### config.mk
export PLATFORM = sky130hd
export DESIGN_NAME = periph_irq_flags
export DESIGN_NICKNAME = d
export VERILOG_FILES = /design/src/rtl/irq_flags_pkg.sv /design/src/rtl/periph_irq_flags.sv /design/src/rtl/flag_cell.sv /design/src/rtl/reset_sync.sv
export SDC_FILE = /design/constraint.sdc
export NUM_CORES = 1
export LEC_CHECK = 0
export BUFFER_PORTS_ARGS = -buffer_cell sky130_fd_sc_hd__buf_2
export CORE_MARGIN = 2
export CORE_UTILIZATION = 30
export CTS_BUF_LIST = sky130_fd_sc_hd__clkbuf_4
export CTS_CLUSTER_DIAMETER = 100
export DETAILED_ROUTE_END_ITERATION = 7
export PLACE_DENSITY_LB_ADDON = 0.25
export SLEW_MARGIN = 10
export SYNTH_ARGS = -nofsm -noshare
export SYNTH_HDL_FRONTEND = slang
export SYNTH_SLANG_ARGS = --single-unit
### constraint.sdc
create_clock -name CLK_SYS -period 1.7 [get_ports CLK_SYS]
set_input_delay 0.34 -clock CLK_SYS [delete_from_list [all_inputs] [get_ports CLK_SYS]]
set_output_delay 0.34 -clock CLK_SYS [all_outputs]
set_load 0.02 [all_outputs]
### src/rtl/irq_flags_pkg.sv
// Purpose: Shared constants and carriers for the peripheral flag block.
// Assumes: Byte-wide registers on a plain strobe port, one clock.
// Notes:   Offsets are word indices on the register port.
package irq_flags_pkg;

   // Register port geometry
   localparam int ADDR_W = 3;
   localparam int DATA_W = 8;

   // Register offsets
   localparam logic [2:0] OFS_FLAGS_TWO = 3'h0;
   localparam logic [2:0] OFS_CAN_FLAGS = 3'h1;
   localparam logic [2:0] OFS_ENABLES_ONE = 3'h2;
   localparam logic [2:0] OFS_IRQ_CTRL = 3'h3;

   // Values after reset
   localparam logic [7:0] RST_FLAGS = 8'h00;
   localparam logic [7:0] RST_ENABLES = 8'h00;
   localparam logic [7:0] RST_RDATA = 8'h00;

   // Field positions inside the control register
   localparam int CTRL_PRIO_BIT = 0;
   localparam int CTRL_GATE_BIT = 1;

   // Unimplemented bit of the second flag group
   localparam int TWO_UNUSED_BIT = 5;

   // CAN operating modes as driven by the CAN controller
   typedef enum logic [1:0] {
      CAN_MODE_LEGACY = 2'h0,
      CAN_MODE_ENHANCED = 2'h1,
      CAN_MODE_FIFO = 2'h2,
      CAN_MODE_SPARE = 2'h3
   } can_mode_e;

   // Second flag group, bit 7 down to bit 0
   typedef struct packed {
      logic osc_fail_flag;
      logic comparator_change_flag;
      logic unused_flag;
      logic nvm_write_done_flag;
      logic bus_collision_flag;
      logic voltage_detect_flag;
      logic timer3_overflow_flag;
      logic enh_capcomp_flag;
   } flags_two_s;

   // CAN event flag group, bit 7 down to bit 0
   typedef struct packed {
      logic can_invalid_msg_flag;
      logic can_wake_flag;
      logic can_error_flag;
      logic any_tx_buffer_flag;
      logic tx_buffer_one_flag;
      logic tx_buffer_zero_flag;
      logic any_rx_buffer_flag;
      logic rx_buffer_zero_flag;
   } can_flags_s;

   // One-cycle event pulses from the CAN controller
   typedef struct packed {
      logic invalid_msg;
      logic wake;
      logic error;
      logic tx_two_done;
      logic tx_one_done;
      logic tx_zero_done;
      logic any_tx_done;
      logic rx_one_new;
      logic rx_zero_new;
      logic any_rx_new;
      logic fifo_watermark;
   } can_events_s;

endpackage : irq_flags_pkg

### src/rtl/periph_irq_flags.sv
// Purpose: Peripheral flag groups two and three, enable group one and
//          the combined peripheral interrupt request.
// Assumes: Event inputs are one-cycle pulses synchronous to CLK_SYS.
// Notes:   Register reads return data in the cycle after the strobe.
`timescale 1ns/100ps

// Behaviour
// - Oscillator failure sets sticky flag bit 7.
// - Comparator input change sets sticky bit 6.
// - NVM write done sets bit 4; busy reads zero.
// - Serial port bus collision sets bit 3.
// - Voltage trip sets sticky bit 2.
// - Timer-3 overflow sets sticky bit 1.
// - Capture or compare sets bit 0; not PWM.
// - Small variant: comparator and capcomp bits reserved.
// - Invalid CAN message sets bit 7.
// - CAN bus activity sets wake bit 6.
// - Any CAN error source sets bit 5.
// - Bit 4: buffer two, or any transmit buffer.
// - Buffer one/zero flags; forced zero in modes 1,2,3.
// - Bit 1: receive buffer one, or any.
// - Bit 0: buffer zero, zero, or watermark.
// - Enable group one enables eight peripheral sources.
// - Without priority mode, enables need peripheral gate.
// - Flags set regardless of any enable bit.
// - Peripheral gate is low-priority enable in priority mode.
module periph_irq_flags
   import irq_flags_pkg::*;
#(
   parameter bit LARGE_VARIANT = 1'b1
) (
   input wire logic CLK_SYS,
   input wire logic RST_N,
   input wire logic [ADDR_W-1:0] ADDR,
   input wire logic [DATA_W-1:0] WDATA,
   input wire logic WR_EN,
   input wire logic RD_EN,
   output logic [DATA_W-1:0] RDATA,
   input wire flags_two_s EV_TWO,
   input wire logic NVM_WRITE_BUSY,
   input wire logic ECCP_PWM_MODE,
   input wire can_events_s EV_CAN,
   input wire logic [1:0] CAN_MODE,
   input wire logic [7:0] FLAGS_ONE,
   input wire logic [7:0] ENABLES_TWO,
   input wire logic [7:0] ENABLES_THREE,
   output logic PRIORITY_MODE,
   output logic PERIPH_IRQ
);
   logic rst_n;
   can_mode_e mode;
   logic [15:0] set_all;
   logic [15:0] hold_all;
   logic [15:0] wr_all;
   logic [15:0] q_all;
   flags_two_s two_q;
   can_flags_s can_q;
   flags_two_s two_set;
   can_flags_s can_set;
   flags_two_s two_hold;
   can_flags_s can_hold;
   logic wr_two;
   logic wr_can;
   logic [7:0] enables_one_d;
   logic [7:0] enables_one_q;
   logic prio_d;
   logic prio_q;
   logic gate_d;
   logic gate_q;
   logic [7:0] rdata_d;
   logic [7:0] rdata_q;
   logic pending;
   logic irq_d;
   logic irq_q;

   reset_sync u_rst (
      .clk(CLK_SYS),
      .rst_in_n(RST_N),
      .rst_out_n(rst_n)
   );

   assign mode = can_mode_e'(CAN_MODE);
   assign wr_two = WR_EN && (ADDR == OFS_FLAGS_TWO);
   assign wr_can = WR_EN && (ADDR == OFS_CAN_FLAGS);

   // Set sources of the second group; enables are never consulted
   always_comb begin
      two_set = '0;
      two_hold = '0;
      two_set.osc_fail_flag = EV_TWO.osc_fail_flag;
      two_set.comparator_change_flag = EV_TWO.comparator_change_flag;
      two_set.nvm_write_done_flag = EV_TWO.nvm_write_done_flag;
      two_set.bus_collision_flag = EV_TWO.bus_collision_flag;
      two_set.voltage_detect_flag = EV_TWO.voltage_detect_flag;
      two_set.timer3_overflow_flag = EV_TWO.timer3_overflow_flag;
      // PWM mode makes no capture or compare events
      two_set.enh_capcomp_flag = EV_TWO.enh_capcomp_flag && !ECCP_PWM_MODE;
      two_hold.unused_flag = 1'b1;
      // A write in progress must read as not complete
      two_hold.nvm_write_done_flag = NVM_WRITE_BUSY;
      // Reserved bits on the small variant never hold a one
      two_hold.comparator_change_flag = !LARGE_VARIANT;
      two_hold.enh_capcomp_flag = !LARGE_VARIANT;
   end

   // CAN group sources follow the operating mode; the spare mode code
   // is treated like FIFO mode so no bit is left without a meaning
   always_comb begin
      can_set = '0;
      can_hold = '0;
      can_set.can_invalid_msg_flag = EV_CAN.invalid_msg;
      can_set.can_wake_flag = EV_CAN.wake;
      can_set.can_error_flag = EV_CAN.error;
      unique case (mode)
         CAN_MODE_LEGACY: begin
            can_set.any_tx_buffer_flag = EV_CAN.tx_two_done;
            can_set.tx_buffer_one_flag = EV_CAN.tx_one_done;
            can_set.tx_buffer_zero_flag = EV_CAN.tx_zero_done;
            can_set.any_rx_buffer_flag = EV_CAN.rx_one_new;
            can_set.rx_buffer_zero_flag = EV_CAN.rx_zero_new;
         end
         CAN_MODE_ENHANCED: begin
            can_set.any_tx_buffer_flag = EV_CAN.any_tx_done;
            can_hold.tx_buffer_one_flag = 1'b1;
            can_hold.tx_buffer_zero_flag = 1'b1;
            can_set.any_rx_buffer_flag = EV_CAN.any_rx_new;
            can_hold.rx_buffer_zero_flag = 1'b1;
         end
         CAN_MODE_FIFO, CAN_MODE_SPARE: begin
            can_set.any_tx_buffer_flag = EV_CAN.any_tx_done;
            can_hold.tx_buffer_one_flag = 1'b1;
            can_hold.tx_buffer_zero_flag = 1'b1;
            can_set.any_rx_buffer_flag = EV_CAN.any_rx_new;
            can_set.rx_buffer_zero_flag = EV_CAN.fifo_watermark;
         end
      endcase
   end

   assign set_all = {can_set, two_set};
   assign hold_all = {can_hold, two_hold};
   assign wr_all = {{8{wr_can}}, {8{wr_two}}};

   genvar gi;
   generate
      for (gi = 0; gi < 16; gi++) begin : g_flag
         flag_cell u_cell (
            .clk(CLK_SYS),
            .rst_n(rst_n),
            .set_i(set_all[gi]),
            .wr_i(wr_all[gi]),
            .wdata_i(WDATA[gi % 8]),
            .hold_zero_i(hold_all[gi]),
            .q_o(q_all[gi])
         );
      end
   endgenerate

   assign two_q = flags_two_s'(q_all[7:0]);
   assign can_q = can_flags_s'(q_all[15:8]);

   // Enable and control registers
   always_comb begin
      enables_one_d = enables_one_q;
      prio_d = prio_q;
      gate_d = gate_q;
      if (WR_EN && (ADDR == OFS_ENABLES_ONE)) begin
         enables_one_d = WDATA;
      end
      if (WR_EN && (ADDR == OFS_IRQ_CTRL)) begin
         prio_d = WDATA[CTRL_PRIO_BIT];
         gate_d = WDATA[CTRL_GATE_BIT];
      end
   end

   always_ff @(posedge CLK_SYS or negedge rst_n) begin
      if (!rst_n) begin
         enables_one_q <= RST_ENABLES;
         prio_q <= 1'b0;
         gate_q <= 1'b0;
      end else begin
         enables_one_q <= enables_one_d;
         prio_q <= prio_d;
         gate_q <= gate_d;
      end
   end

   // Read data live for one cycle only; unmapped offsets read zero
   always_comb begin
      rdata_d = RST_RDATA;
      if (RD_EN) begin
         unique case (ADDR)
            OFS_FLAGS_TWO: rdata_d = q_all[7:0];
            OFS_CAN_FLAGS: rdata_d = q_all[15:8];
            OFS_ENABLES_ONE: rdata_d = enables_one_q;
            OFS_IRQ_CTRL: begin
               rdata_d[CTRL_PRIO_BIT] = prio_q;
               rdata_d[CTRL_GATE_BIT] = gate_q;
            end
            default: rdata_d = RST_RDATA;
         endcase
      end
   end

   // Request: every flag that its enable lets through
   assign pending = |(FLAGS_ONE & enables_one_q)
                  | |(q_all[7:0] & ENABLES_TWO)
                  | |(q_all[15:8] & ENABLES_THREE);

   // With priority off the gate unmasks all enabled sources
   // with priority on it stands as the low-priority enable, so the
   // same term feeds the low-priority arbiter outside
   always_comb begin
      irq_d = pending && gate_q;
   end

   always_ff @(posedge CLK_SYS or negedge rst_n) begin
      if (!rst_n) begin
         rdata_q <= RST_RDATA;
         irq_q <= 1'b0;
      end else begin
         rdata_q <= rdata_d;
         irq_q <= irq_d;
      end
   end

   assign RDATA = rdata_q;
   assign PERIPH_IRQ = irq_q;
   assign PRIORITY_MODE = prio_q;

   // Checks
   a_osc_fail_set: assert property (@(posedge CLK_SYS) disable iff (!rst_n)
      EV_TWO.osc_fail_flag |=> two_q.osc_fail_flag)
      else $error("oscillator fail flag not set");

   a_osc_flag_hold: assert property (@(posedge CLK_SYS) disable iff (!rst_n)
      (two_q.osc_fail_flag && !wr_two) |=> two_q.osc_fail_flag)
      else $error("oscillator fail flag dropped without write");

   a_cmp_change_set: assert property (@(posedge CLK_SYS)
      disable iff (!rst_n)
      (EV_TWO.comparator_change_flag && LARGE_VARIANT)
      |=> two_q.comparator_change_flag)
      else $error("comparator flag not set");

   a_nvm_busy_zero: assert property (@(posedge CLK_SYS) disable iff (!rst_n)
      NVM_WRITE_BUSY |=> !two_q.nvm_write_done_flag)
      else $error("write done flag set while busy");

   a_nvm_done_set: assert property (@(posedge CLK_SYS) disable iff (!rst_n)
      (EV_TWO.nvm_write_done_flag && !NVM_WRITE_BUSY)
      |=> two_q.nvm_write_done_flag)
      else $error("write done flag not set");

   a_collision_set: assert property (@(posedge CLK_SYS) disable iff (!rst_n)
      EV_TWO.bus_collision_flag |=> two_q.bus_collision_flag)
      else $error("bus collision flag not set");

   a_voltage_set: assert property (@(posedge CLK_SYS) disable iff (!rst_n)
      EV_TWO.voltage_detect_flag |=> two_q.voltage_detect_flag)
      else $error("voltage detect flag not set");

   a_timer3_set: assert property (@(posedge CLK_SYS) disable iff (!rst_n)
      (EV_TWO.timer3_overflow_flag && wr_two && !WDATA[1])
      |=> two_q.timer3_overflow_flag)
      else $error("timer3 event lost against clear");

   a_pwm_no_set: assert property (@(posedge CLK_SYS) disable iff (!rst_n)
      (ECCP_PWM_MODE && !two_q.enh_capcomp_flag && !wr_two)
      |=> !two_q.enh_capcomp_flag)
      else $error("capcomp flag set in PWM mode");

   a_small_reserved: assert property (@(posedge CLK_SYS) disable iff (!rst_n)
      !LARGE_VARIANT |=> (!two_q.comparator_change_flag
                          && !two_q.enh_capcomp_flag))
      else $error("reserved flag set on small variant");

   a_can_error_set: assert property (@(posedge CLK_SYS) disable iff (!rst_n)
      EV_CAN.error |=> can_q.can_error_flag)
      else $error("CAN error flag not set");

   a_mode_tx_any: assert property (@(posedge CLK_SYS) disable iff (!rst_n)
      (mode != CAN_MODE_LEGACY && EV_CAN.any_tx_done)
      |=> can_q.any_tx_buffer_flag)
      else $error("any transmit flag not set");

   a_tx_forced_zero: assert property (@(posedge CLK_SYS) disable iff (!rst_n)
      (mode != CAN_MODE_LEGACY) |=> (!can_q.tx_buffer_one_flag
                                     && !can_q.tx_buffer_zero_flag))
      else $error("buffer flags not forced to zero");

   a_rx_legacy_set: assert property (@(posedge CLK_SYS) disable iff (!rst_n)
      (mode == CAN_MODE_LEGACY && EV_CAN.rx_one_new)
      |=> can_q.any_rx_buffer_flag)
      else $error("receive buffer one flag not set");

   a_bit0_by_mode: assert property (@(posedge CLK_SYS) disable iff (!rst_n)
      (mode == CAN_MODE_ENHANCED) |=> !can_q.rx_buffer_zero_flag)
      else $error("bit 0 not zero in mode 1");

   a_fifo_wm_set: assert property (@(posedge CLK_SYS) disable iff (!rst_n)
      (mode == CAN_MODE_FIFO && EV_CAN.fifo_watermark)
      |=> can_q.rx_buffer_zero_flag)
      else $error("watermark flag not set in mode 2");

   a_can_wake_set: assert property (@(posedge CLK_SYS) disable iff (!rst_n)
      EV_CAN.wake |=> can_q.can_wake_flag)
      else $error("CAN wake flag not set");

   a_invalid_set: assert property (@(posedge CLK_SYS) disable iff (!rst_n)
      EV_CAN.invalid_msg |=> can_q.can_invalid_msg_flag)
      else $error("invalid message flag not set");

   a_gate_blocks: assert property (@(posedge CLK_SYS) disable iff (!rst_n)
      (!gate_q && !prio_q) |=> !PERIPH_IRQ)
      else $error("request without peripheral gate");

   a_enable_one_req: assert property (@(posedge CLK_SYS) disable iff (!rst_n)
      (gate_q && |(FLAGS_ONE & enables_one_q)) |=> PERIPH_IRQ)
      else $error("enabled group one source not requested");

   a_request_form: assert property (@(posedge CLK_SYS) disable iff (!rst_n)
      (gate_q && pending) |=> PERIPH_IRQ)
      else $error("pending enabled flag not requested");

   a_read_one_cycle: assert property (@(posedge CLK_SYS) disable iff (!rst_n)
      !RD_EN |=> (RDATA == RST_RDATA))
      else $error("read data outside the answer cycle");

   c_irq_raised: cover property (@(posedge CLK_SYS) disable iff (!rst_n)
      !PERIPH_IRQ ##1 PERIPH_IRQ);

   c_fifo_watermark: cover property (@(posedge CLK_SYS) disable iff (!rst_n)
      mode == CAN_MODE_FIFO && EV_CAN.fifo_watermark
      ##1 can_q.rx_buffer_zero_flag);

   c_set_on_clear: cover property (@(posedge CLK_SYS) disable iff (!rst_n)
      EV_TWO.osc_fail_flag && wr_two && !WDATA[7]);

   c_busy_blocks_done: cover property (@(posedge CLK_SYS)
      disable iff (!rst_n)
      NVM_WRITE_BUSY && EV_TWO.nvm_write_done_flag);

endmodule : periph_irq_flags

### src/rtl/flag_cell.sv
// Purpose: One sticky interrupt flag bit with software write access.
// Assumes: Set and write are one-cycle pulses on CLK.
// Notes:   Hold-zero beats set, and set beats a software write.
`timescale 1ns/100ps
module flag_cell (
   input wire logic clk,
   input wire logic rst_n,
   input wire logic set_i,
   input wire logic wr_i,
   input wire logic wdata_i,
   input wire logic hold_zero_i,
   output logic q_o
);
   logic q_d;
   logic q_q;

   always_comb begin
      q_d = q_q;
      if (wr_i) begin
         q_d = wdata_i;
      end
      // An event in the clearing cycle must not be lost
      if (set_i) begin
         q_d = 1'b1;
      end
      if (hold_zero_i) begin
         q_d = 1'b0;
      end
   end

   always_ff @(posedge clk or negedge rst_n) begin
      if (!rst_n) begin
         q_q <= 1'b0;
      end else begin
         q_q <= q_d;
      end
   end

   assign q_o = q_q;
endmodule : flag_cell

### src/rtl/reset_sync.sv
// Purpose: Asserts reset at once, releases it after two clock edges.
// Assumes: Reset input is active low and asynchronous.
// Notes:   Only the second stage leaves this module.
`timescale 1ns/100ps
module reset_sync (
   input wire logic clk,
   input wire logic rst_in_n,
   output logic rst_out_n
);
   logic meta_q;
   logic sync_q;

   always_ff @(posedge clk or negedge rst_in_n) begin
      if (!rst_in_n) begin
         meta_q <= 1'b0;
         sync_q <= 1'b0;
      end else begin
         meta_q <= 1'b1;
         sync_q <= meta_q;
      end
   end

   assign rst_out_n = sync_q;
endmodule : reset_sync

==> results of run 1 <==
[state kept, by name, summed over array words and instances, names as in the netlist]
signal / count
enables_one_q: 8
PRIORITY_MODE: 1
gate_q: 1
PERIPH_IRQ: 1
RDATA: 8
u_rst.meta_q: 1
u_rst.rst_out_n: 1
g_flag.u_cell.q_o: 15
[repair_timing]
action / CTS / global route
gates resized for setup: 0 / 0
buffers inserted: 0 / 0
hold buffers: 1 / 0
hold endpoints to repair: 2 / 0
[logic make-up (layout without fill, tap and decap cells)]
family / after synthesis / after routing
and+or+nand+nor: 40 / 40
other: 1 / 1
muxes: 23 / 23
AOI/OAI and AO/OA: 34 / 34
DFF: 36 / 36
buffers and inverters: 8 / 89
[area by class of cell]
class	count	share of cell area, %
sequential	36	40.0
tap	72	4.00
timing repair buffer	79	19.3
multi-input combinational	98	34.1
clock inverter	3	0.610
inverter	2	0.333
clock buffer	5	1.66
[cell usage after synthesis, drive strengths merged (2+ instances only)]
cell type   n  area share (%)
nor2       14             3.0
nand2       3            0.65
o21a        3             1.3
dfrtp      36              52
buf         5             3.2
o21ai       3            0.86
a211o       8             4.0
a22oi       8             3.5
mux2       12             8.0
nand3       4             1.2
a21oi       7             2.0
mux2i       9             5.2
nor2b      12             4.8
mux4        2             2.6
inv         2            0.43
[worst max path at each step]
| stage | startpoint | to | slack [ns] | cells after the start |
|---|---|---|---|---|
| after floorplan | ADDR[1] | g_flag[7].u_cell.q_o | 0.32 | 5 |
| after global placement | ADDR[0] | g_flag[8].u_cell.q_o | 0.11 | 5 |
| after detailed placement | ADDR[2] | g_flag[13].u_cell.q_o | 0.11 | 5 |
| after CTS | g_flag[4].u_cell.q_o | PERIPH_IRQ | 0.27 | 4 |
| after global routing | g_flag[0].u_cell.q_o | PERIPH_IRQ | 0.24 | 4 |
| final | g_flag[4].u_cell.q_o | PERIPH_IRQ | 0.29 | 4 |
[power by group through the flow]
stage / logic (mW) / clock network (mW) / registers [mW]
global route: 0.398 / 0.493 / 1.01
global placement: 0.361 / 0 / 1.02
detailed placement: 0.363 / 0 / 1.02
finish: 0.362 / 0.439 / 1.00
CTS: 0.367 / 0.457 / 1.00
floorplan: 0.180 / 0 / 1.04
[layer usage]
layer,up-vias,wire length [µm],GRT usage (%)
li1,680,-,-
met1,637,2060,20.6
met5,-,0,0
met3,4,333,3.82
met2,56,1910,22.0
met4,0,39,3.56
==> summary.md, run 1 <==
| Metric | Value |
|---|---|
| Status | finished, final reports clean |
| Fin cells | between 200 and 300 |
| Setup ws final | approximately 0.29 ns |
| Main combinational cell family by area after synthesis | multiplexers |
| Area growth syn-to-layout | 29.7% |
| CTS root buf | clkbuf_4 |
| Hold path startpoint | NVM_WRITE_BUSY |
| RSZ-0062 raised after global routing | no |
| Crit path capture type | register |
| Worst Setup Start Kind | register |
| Hold WC Path Type | input port to register |
| EDFF count, synth | 0 |
| Total track usage | approximately 14% |
| Core area | 5540 µm² |
| CP delay by family, top | compound AO/OA/AOI/OAI gates |
| Switch Pwr | 0.515 mW |
| Gpl congestion | between 0.7 and 0.8 |
| Average size of a mapped cell | 12.2 µm² |
| Clk Latency, worst-skew pair | 0.34 ns |
| Max-cap violations | 0 |
| CTS Sinks | 36 |
| Antenna-violating nets left | 0 |
| R2R depth | 4 |
| Wire per inst | around 15 µm |
| Design Area, Final | ~2300 µm² |
| Fmax | 710 MHz |
| Clock share of power | between 20 and 25% |
| Pins Over Slew Limit | 0 |
| Detailed Routing Iterations Pass 1 | 6 |
| DR iter-0 viols | 80 |
| Most common cell after layout, fill and taps aside | buf_2 |
| Synthesized-area fraction occupied by and/or/nand/nor cells | 13.8% |
| Die height | about 80 µm |
| Initial antenna violation count | 0 |
| Vias in the first global route | approximately 1400 |
| Reg clk slew, reported paths | about 0.11 ns |
| Power per cell area | 799 nW/µm² |
| IO Pins | 72 |
| Final Power | between 1.5 and 2 mW |
| Xor/xnor cell area share of the yosys netlist | 0% |
| # DRC | 0 |
| CTS H-tree lvls | 2 |
| Final setup viols | 0 |
| Cell breakdown of the critical path | a22o_1 -> a221oi_1 -> nand3_1 -> o31a_1 |
| Initial core utilization | about a third |
| Hold path depth | 2 |
| Vias | about 1400 |
| Sequential fraction of the synthesis area | between 50 and 60% |
| FF/Latch Area | 901 µm² |
| # placed instances | approximately 290 |
| Sequential power share | between 50 and 60% |
| Die Width | 80.1 µm |
| Hold endpoint | g_flag[4].u_cell.q_o |
| Die Area | 6420 µm² |
| Yosys cell types | 31 |
| GRT Residual Overflow | 0 |
| Synthesized area | between 1500 and 2000 µm² |
| TritonCTS clock tree | yes |
| Num rows | 27 |
| Final Hold Fails | 0 |
| First-pass GRT wire length | 6.90 mm |
| Layout fillers | around 570 |
| Pre-CTS setup slack | 0.115 ns |
| Pint | 1.29 mW |
| Post-route core utilization | between 40% and 50% |
| Worst reg2reg path endpoint | PERIPH_IRQ |
| Clock skew | ~0.013 ns |
| Leakage dissipation | around 1.1 nW |
| Post-synthesis adder-cell area fraction | 0% |
| Post-synthesis cell count | between 100 and 150 |
| Crit path DAT | roughly 1.6 ns |
| Total routed wirelength | 4.35 mm |
| Port Buffer Count | slightly below 70 |
| Compound-Gate Fraction of Synth Area | between 10% and 20% |
| Largest net degree at the start of global routing | 35 |
| Syn nets | 204 |
| TritonCTS buffer count | 5 |
| Nets | 284 |
| Sw Ratio | ~29% |
| Layout cells sized above 1 | 45.7% |
| Vias per cell | about 4.7 |
| Buf/Inv on CP | 0 |
| Setup TNS | 0 ns |
| CP max stage delay | about 0.43 ns |
| Area occupied by multi-input gates | 769 µm² |
| HPWL Detailed | 3.40 mm |
| Crit path max-delay cell type | dfrtp_1 |
| Clock buffer depth | 2 |
| Post-synthesis mux area share | roughly 16% |
| Flop-to-flop setup slack | around 0.29 ns |
| # diodes | 0 |
| Crit path required time | a little under 2 ns |
| Period Utilization, post-route | 82.9% |
| Top FF cell, synth | dfrtp_1 |
| Part of the power in combinational logic | between 20% and 30% |
| Ys Warns | 0 |
| DP Area | around 2200 µm² |
| Yosys reg bits | 36 |
| CP max FO | 3 |
| Commonest non-fill, non-tap cells in the layout | 69 x buf_2, 36 x dfrtp_1, 14 x nor2_1 |
| IR drop worst, VDD | just under 400 µV |
| RR Startpoint | g_flag[4].u_cell.q_o |
| Worst hold slack | 0.138 ns |
| CP Class | register to register |
| Final min period | between 1 and 1.5 ns |
| Async set-reset flop share out of synthesis | 100% |
Power figures use the tool's default switching activity.
==> run 2, diff against run 1 <==
- clock period: 1.7 -> 1.4 ns (I/O delays scaled with it)
==> run 2 against run 1 <==
Compared with the run above: power increased by 24%; final area increased by 4.1%; register-to-register slack worse by 0.23 ns; non-clock buffer count grew 9; critical path depth stayed put; sequential share of layout area decreased by 1.6 points; sequential power up 22%; global-route usage up 1.3 points; first-iteration DRC count grew 1.3%; core utilization rose by 1.7 points; critical endpoint unchanged; clock skew fell by 0.0016 ns; clock power increased by 23%.
==> summary.md, run 2 (synthesized netlist as in run 1, its figures left out) <==
| Metric | Value |
|---|---|
| Status | finished, final reports clean (unchanged) |
| Design Area, Final | 2350 µm² (was 2250 µm²) |
| Nets | 293 (was 284) |
| Final min period | 1.34 ns (was 1.41 ns) |
| Num rows | 27 (unchanged) |
| CTS Sinks | 36 (unchanged) |
| TritonCTS buffer count | 5 (unchanged) |
| Total track usage | 15.8% (was 14.5%) |
| Final Power | 2.23 mW (was 1.80 mW) |
| IO Pins | 72 (unchanged) |
| Layout cells sized above 1 | 47.8% (was 45.7%) |
| Leakage dissipation | 1.11 nW (was 1.06 nW) |
| Die Area | 6420 µm² (unchanged) |
| Largest net degree at the start of global routing | 35 (unchanged) |
| CTS root buf | clkbuf_4 (unchanged) |
| Worst reg2reg path endpoint | PERIPH_IRQ (unchanged) |
| Post-route core utilization | 42.4% (was 40.7%) |
| Antenna-violating nets left | 0 (unchanged) |
| Period Utilization, post-route | 96.0% (was 82.9%) |
| Commonest non-fill, non-tap cells in the layout | 69 x buf_2, 36 x dfrtp_1, 15 x buf_4 (was 69 x buf_2, 36 x dfrtp_1, 14 x nor2_1) |
| Core area | 5540 µm² (unchanged) |
| Area growth syn-to-layout | 35.1% (was 29.7%) |
| Clock buffer depth | 2 (unchanged) |
| Cell breakdown of the critical path | a22o_1 -> a221oi_1 -> nand3_1 -> o31a_1 (unchanged) |
| Clk Latency, worst-skew pair | 0.34 ns (about the same) |
| GRT Residual Overflow | 0 (unchanged) |
| Post-CTS Resized | 0 (unchanged) |
| Port Buffer Count | 69 (unchanged) |
| Die Width | 80.1 µm (unchanged) |
| # diodes | 0 (unchanged) |
| Gpl congestion | 0.764 (was 0.795) |
| Fmax | 744 MHz (was 710 MHz) |
| RSZ-0062 raised after global routing | no (unchanged) |
| Max-cap violations | 0 (unchanged) |
| Pins Over Slew Limit | 0 (unchanged) |
| Worst setup path endpoint | PERIPH_IRQ (unchanged) |
| IR drop worst, VDD | 446 µV (was 393 µV) |
| RR Startpoint | g_flag[4].u_cell.q_o (unchanged) |
| CTS H-tree lvls | 2 (unchanged) |
| TritonCTS clock tree | yes (unchanged) |
| Crit path max-delay cell type | dfrtp_1 (unchanged) |
| Total routed wirelength | 4.60 mm (was 4.35 mm) |
| Vias | 1420 (was 1377) |
| Clock skew | 0.0113 ns (was 0.0129 ns) |
| Crit path DAT | 1.58 ns (was 1.64 ns) |
| First-pass GRT wire length | 7.48 mm (was 6.90 mm) |
| # DRC | 0 (unchanged) |
| Detailed Routing Iterations Pass 1 | 4 (was 6) |
| Final Hold Fails | 0 (unchanged) |
| R2R depth | 4 (unchanged) |
| Initial core utilization | 31.4% (unchanged) |
| Vias per cell | 4.67 (about the same) |
| Most common cell after layout, fill and taps aside | buf_2 (unchanged) |
| Crit path capture type | register (unchanged) |
| Max FFs per register | 15 (unchanged) |
| Vias in the first global route | 1474 (was 1407) |
| CP max FO | 2 (was 3) |
| Reg clk slew, reported paths | 0.12 ns (was 0.11 ns) |
| CP max stage delay | 0.42 ns (was 0.43 ns) |
| HPWL Detailed | 3.67 mm (was 3.40 mm) |
| Crit path required time | 1.64 ns (was 1.93 ns) |
| Flop-to-flop setup slack | 0.06 ns (was 0.29 ns) |
| Die height | 80.1 µm (unchanged) |
| Worst Setup Start Kind | register (unchanged) |
| Worst setup startpoint | g_flag[4].u_cell.q_o (unchanged) |
| DP Area | 2290 µm² (was 2190 µm²) |
| Initial antenna violation count | 0 (unchanged) |
| Final setup viols | 0 (unchanged) |
| Wire per inst | 15.1 µm (was 14.7 µm) |
| Power per cell area | 950 nW/µm² (was 799 nW/µm²) |
| Hold WC Path Type | input port to register (unchanged) |
| DR iter-0 viols | 81 (was 80) |
| CP Class | register to register (unchanged) |
==> run 2: worst max-delay path, delay by kind of cell (launching register included) <==
family	cells	cell delay, ns
AO/OA/AOI/OAI	3	0.72
AND/OR/NAND/NOR	1	0.11
flip-flops	1	0.42
==> run 2: repair_timing <==
action,in CTS,in global routing
hold endpoints to repair,2,0
hold buffers,1,0
buffers inserted,0,0
==> run 2: final cells by class <==
type | instances | area [µm²]
Clock buffer | 5 | 37.5
Sequential cell | 36 | 901
Fill cell | 561 | 3190
Clock inverter | 3 | 13.8
Inverter | 2 | 7.51
Multi-Input combinational cell | 98 | 769
Timing Repair Buffer | 88 | 528
Tap cell | 72 | 90.1
==> run 2: worst min path at each step <==
stage,depth (start not counted),endpoint,slack [ns],start
detailed placement,1,u_rst.meta_q,0.07,RST_N
CTS,2,g_flag[4].u_cell.q_o,0.06,NVM_WRITE_BUSY
global placement,1,u_rst.meta_q,0.07,RST_N
finish,2,g_flag[4].u_cell.q_o,0.07,NVM_WRITE_BUSY
global route,2,g_flag[4].u_cell.q_o,0.05,NVM_WRITE_BUSY
floorplan,0,u_rst.meta_q,-0.02,RST_N
==> run 2: metal layers <==
metal  routed length, µm  GRT usage, %
met3                 321          3.60
met1                2210          22.3
met5                   0             0
met2                2020          23.9
met4                  48          5.08
==> run 2: through the flow <==
| step | hold slack [ns] | cells | TNS [ns] | setup WS [ns] |
|---|---|---|---|---|
| after floorplan | -0.0156 | 142 | 0 | 0.0754 |
| after global placement | 0.0672 | 295 | -1.99 | -0.142 |
| after detailed placement | 0.0670 | 295 | -1.99 | -0.141 |
| after CTS | 0.0587 | 304 | 0 | 0.0572 |
| after global routing | 0.0487 | 304 | 0 | 0.0156 |
| final | 0.0688 | 304 | 0 | 0.0567 |
==> run 2: power breakdown <==
part / switching, mW / leakage, nW / total [mW] / internal (mW)
Combinational: 0.210 / 0.663 / 0.467 / 0.257
Sequential: 0.0771 / 0.414 / 1.22 / 1.14
Clock: 0.358 / 0.0324 / 0.542 / 0.184
==> run 3, diff against run 2 <==
- ABC_AREA: not set -> 1
==> run 3 against run 2 <==
Compared with the run above: critical path depth decreased by 3; sequential power about the same; worst hold slack better by 0.058 ns; largest cell class unchanged; sequential share of layout area up 0.33 points; critical path type is now register to output pin.
==> summary.md, run 3 <==
| Metric | Value |
|---|---|
| Status | finished, final reports clean (unchanged) |
| Sequential fraction of the synthesis area | 49.7% (was 51.8%) |
| Post-synthesis cell count | 241 (was 142) |
| Hold WC Path Type | input port to register (unchanged) |
| # diodes | 0 (unchanged) |
| Average size of a mapped cell | 7.53 µm² (was 12.2 µm²) |
| RR Startpoint | g_flag[7].u_cell.q_o (was g_flag[4].u_cell.q_o) |
| FF/Latch Area | 901 µm² (unchanged) |
| DP Area | 2270 µm² (was 2290 µm²) |
| GRT Residual Overflow | 0 (unchanged) |
| Period Utilization, post-route | 84.4% (was 96.0%) |
| Reg clk slew, reported paths | 0.10 ns (was 0.12 ns) |
| DR iter-0 viols | 98 (was 81) |
| Initial antenna violation count | 0 (unchanged) |
| Vias in the first global route | 1663 (was 1474) |
| Vias per cell | 4.30 (was 4.67) |
| Wire per inst | 12.1 µm (was 15.1 µm) |
| Nets | 382 (was 293) |
| CTS Sinks | 36 (unchanged) |
| Worst Setup Start Kind | register (unchanged) |
| Core area | 5890 µm² (was 5540 µm²) |
| Hold endpoint | g_flag[13].u_cell.q_o (was g_flag[4].u_cell.q_o) |
| Yosys reg bits | 36 (unchanged) |
| Worst hold slack | 0.126 ns (was 0.0688 ns) |
| Crit path required time | 1.12 ns (was 1.64 ns) |
| Hold path depth | 3 (was 2) |
| IO Pins | 72 (unchanged) |
| Async set-reset flop share out of synthesis | 100% (unchanged) |
| Final setup viols | 0 (unchanged) |
| Hold path startpoint | EV_CAN[8] (was NVM_WRITE_BUSY) |
| Num rows | 28 (was 27) |
| RSZ-0062 raised after global routing | no (unchanged) |
| Setup TNS | 0 ns (unchanged) |
| CTS H-tree lvls | 2 (unchanged) |
| Detailed Routing Iterations Pass 1 | 4 (unchanged) |
| EDFF count, synth | 0 (unchanged) |
| Total track usage | 15.2% (was 15.8%) |
| Clock skew | 0.0105 ns (was 0.0113 ns) |
| Final Hold Fails | 0 (unchanged) |
| Commonest non-fill, non-tap cells in the layout | 101 x nand2_1, 69 x buf_2, 36 x dfrtp_1 (was 69 x buf_2, 36 x dfrtp_1, 15 x buf_4) |
| Fmax | 846 MHz (was 744 MHz) |
| Post-CTS Resized | 0 (unchanged) |
| Main combinational cell family by area after synthesis | simple AND/OR/NAND/NOR gates (was multiplexers) |
| Die Width | 81.8 µm (was 80.1 µm) |
| Compound-Gate Fraction of Synth Area | 11.8% (was 14.5%) |
| Worst reg2reg path endpoint | PERIPH_IRQ (unchanged) |
| HPWL Detailed | 3.84 mm (was 3.67 mm) |
| Layout fillers | 653 (was 561) |
| CTS root buf | clkbuf_4 (unchanged) |
| Leakage dissipation | 1.32 nW (was 1.11 nW) |
| Most common cell after layout, fill and taps aside | nand2_1 (was buf_2) |
| Pins Over Slew Limit | 0 (unchanged) |
| Clock buffer depth | 2 (unchanged) |
| Area occupied by multi-input gates | 777 µm² (was 769 µm²) |
| Crit path capture type | output pin (was register) |
| CP max stage delay | 0.41 ns (was 0.42 ns) |
| First-pass GRT wire length | 7.58 mm (was 7.48 mm) |
| Crit path max-delay cell type | dfrtp_1 (unchanged) |
| Synthesized-area fraction occupied by and/or/nand/nor cells | 30.8% (was 13.8%) |
| Largest net degree at the start of global routing | 35 (unchanged) |
| Design Area, Final | 2330 µm² (was 2350 µm²) |
| Total routed wirelength | 4.78 mm (was 4.60 mm) |
| Buf/Inv on CP | 1 (was 0) |
| R2R depth | 6 (was 4) |
| Die Area | 6690 µm² (was 6420 µm²) |
| Initial core utilization | 30.8% (was 31.4%) |
| Final min period | 1.18 ns (was 1.34 ns) |
| Syn nets | 303 (was 204) |
| Crit path DAT | 0.90 ns (was 1.58 ns) |
| Synth area leaders | dfrtp_1 50%, nand2_1 21%, inv_1 5.4% (was dfrtp_1 52%, mux2_2 7.1%, mux2i_1 5.2%) |
| Antenna-violating nets left | 0 (unchanged) |
| Cell with the most instances after synthesis | nand2_1 (was dfrtp_1) |
| CP delay by family, top | flip-flops (was compound AO/OA/AOI/OAI gates) |
| Power per cell area | 931 nW/µm² (was 950 nW/µm²) |
| TritonCTS clock tree | yes (unchanged) |
| CP Class | register to output pin (was register to register) |
| Die height | 81.8 µm (was 80.1 µm) |
| Final Power | 2.17 mW (was 2.23 mW) |
| Layout cells sized above 1 | 30.3% (was 47.8%) |
| Yosys cell types | 22 (was 31) |
| IR drop worst, VDD | 406 µV (was 446 µV) |
| Post-synthesis mux area share | 0% (was 15.8%) |
| Xor/xnor cell area share of the yosys netlist | 0% (unchanged) |
| Post-CTS setup buffers | 0 (unchanged) |
| Top cells by count, synth | 101 x nand2_1, 36 x dfrtp_1, 26 x inv_1 (was 36 x dfrtp_1, 14 x nor2_1, 11 x mux2_2, 11 x nor2b_1, 9 x mux2i_1) |
| Gpl congestion | 0.787 (was 0.764) |
| Top cell type's share of synthesized area | 49.7% (was 51.8%) |
| Post-route core utilization | 39.5% (was 42.4%) |
| Clk Latency, worst-skew pair | 0.34 ns (about the same) |
| # DRC | 0 (unchanged) |
| CP max FO | 3 (was 2) |
| TritonCTS buffer count | 5 (unchanged) |
| Flop-to-flop setup slack | 0.36 ns (was 0.06 ns) |
| Cell type with the largest total area after synthesis | dfrtp_1 (unchanged) |
| Ys Warns | 0 (unchanged) |
| Synthesized area | 1810 µm² (was 1740 µm²) |
| Hold-fix buffer count after cts | 1 (unchanged) |
| Area growth syn-to-layout | 28.3% (was 35.1%) |
| Port Buffer Count | 69 (unchanged) |
| Max-cap violations | 0 (unchanged) |
| Post-synthesis adder-cell area fraction | 0% (unchanged) |
| Vias | 1699 (was 1420) |
| Max FFs per register | 15 (unchanged) |
| Top FF cell, synth | dfrtp_1 (unchanged) |
| Cell breakdown of the critical path | buf_2 (was a22o_1 -> a221oi_1 -> nand3_1 -> o31a_1) |
==> run 3: cell families after synthesis <==
kind of cell | count (synthesis)
flops | 36
compound gates | 36
simple gates | 136
buf+inv | 32
other cells | 1
==> run 3: power by group <==
group / internal, mW / switching (mW) / total, mW
registers: 1.14 / 0.0694 / 1.21
clock network: 0.204 / 0.322 / 0.527
logic: 0.184 / 0.250 / 0.434
total: 1.52 / 0.642 / 2.17
==> run 3: area by class of cell <==
cell class | instances | share of cell area [%]
inverters | 28 | 4.52
well taps | 75 | 4.03
repair buffers | 76 | 17.2
flip-flops and latches | 36 | 38.7
multi-input cells | 173 | 33.4
clock inverters | 1 | 0.215
clock buffers | 6 | 1.94
==> run 3: through the flow <==
| stage | std cells | setup WS (ns) |
|---|---|---|
| 2_1_floorplan | 241 | 0.324 |
| 3_3_place_gp | 387 | 0.152 |
| 3_5_place_dp | 387 | 0.151 |
| 4_1_cts | 395 | 0.206 |
| 5_1_grt | 395 | 0.168 |
| 6_report | 395 | 0.218 |
==> run 3: worst max path at each step <==
stage                     slack, ns                to             from  cells past startpoint
after global routing           0.17     PRIORITY_MODE    PRIORITY_MODE                      1
final                          0.22     PRIORITY_MODE    PRIORITY_MODE                      1
after CTS                      0.21     PRIORITY_MODE    PRIORITY_MODE                      1
after detailed placement       0.15  enables_one_q[3]          ADDR[0]                      6
after global placement         0.15  enables_one_q[0]          ADDR[0]                      6
after floorplan                0.32        PERIPH_IRQ  u_rst.rst_out_n                      0
==> run 3: layer usage <==
metal / track usage, % / vias up / routed length [µm]
li1: - / 914 / -
met2: 26.0 / 46 / 2260
met4: 3.50 / 0 / 48
met3: 3.74 / 5 / 238
met5: 0 / - / 0
met1: 19.4 / 734 / 2230
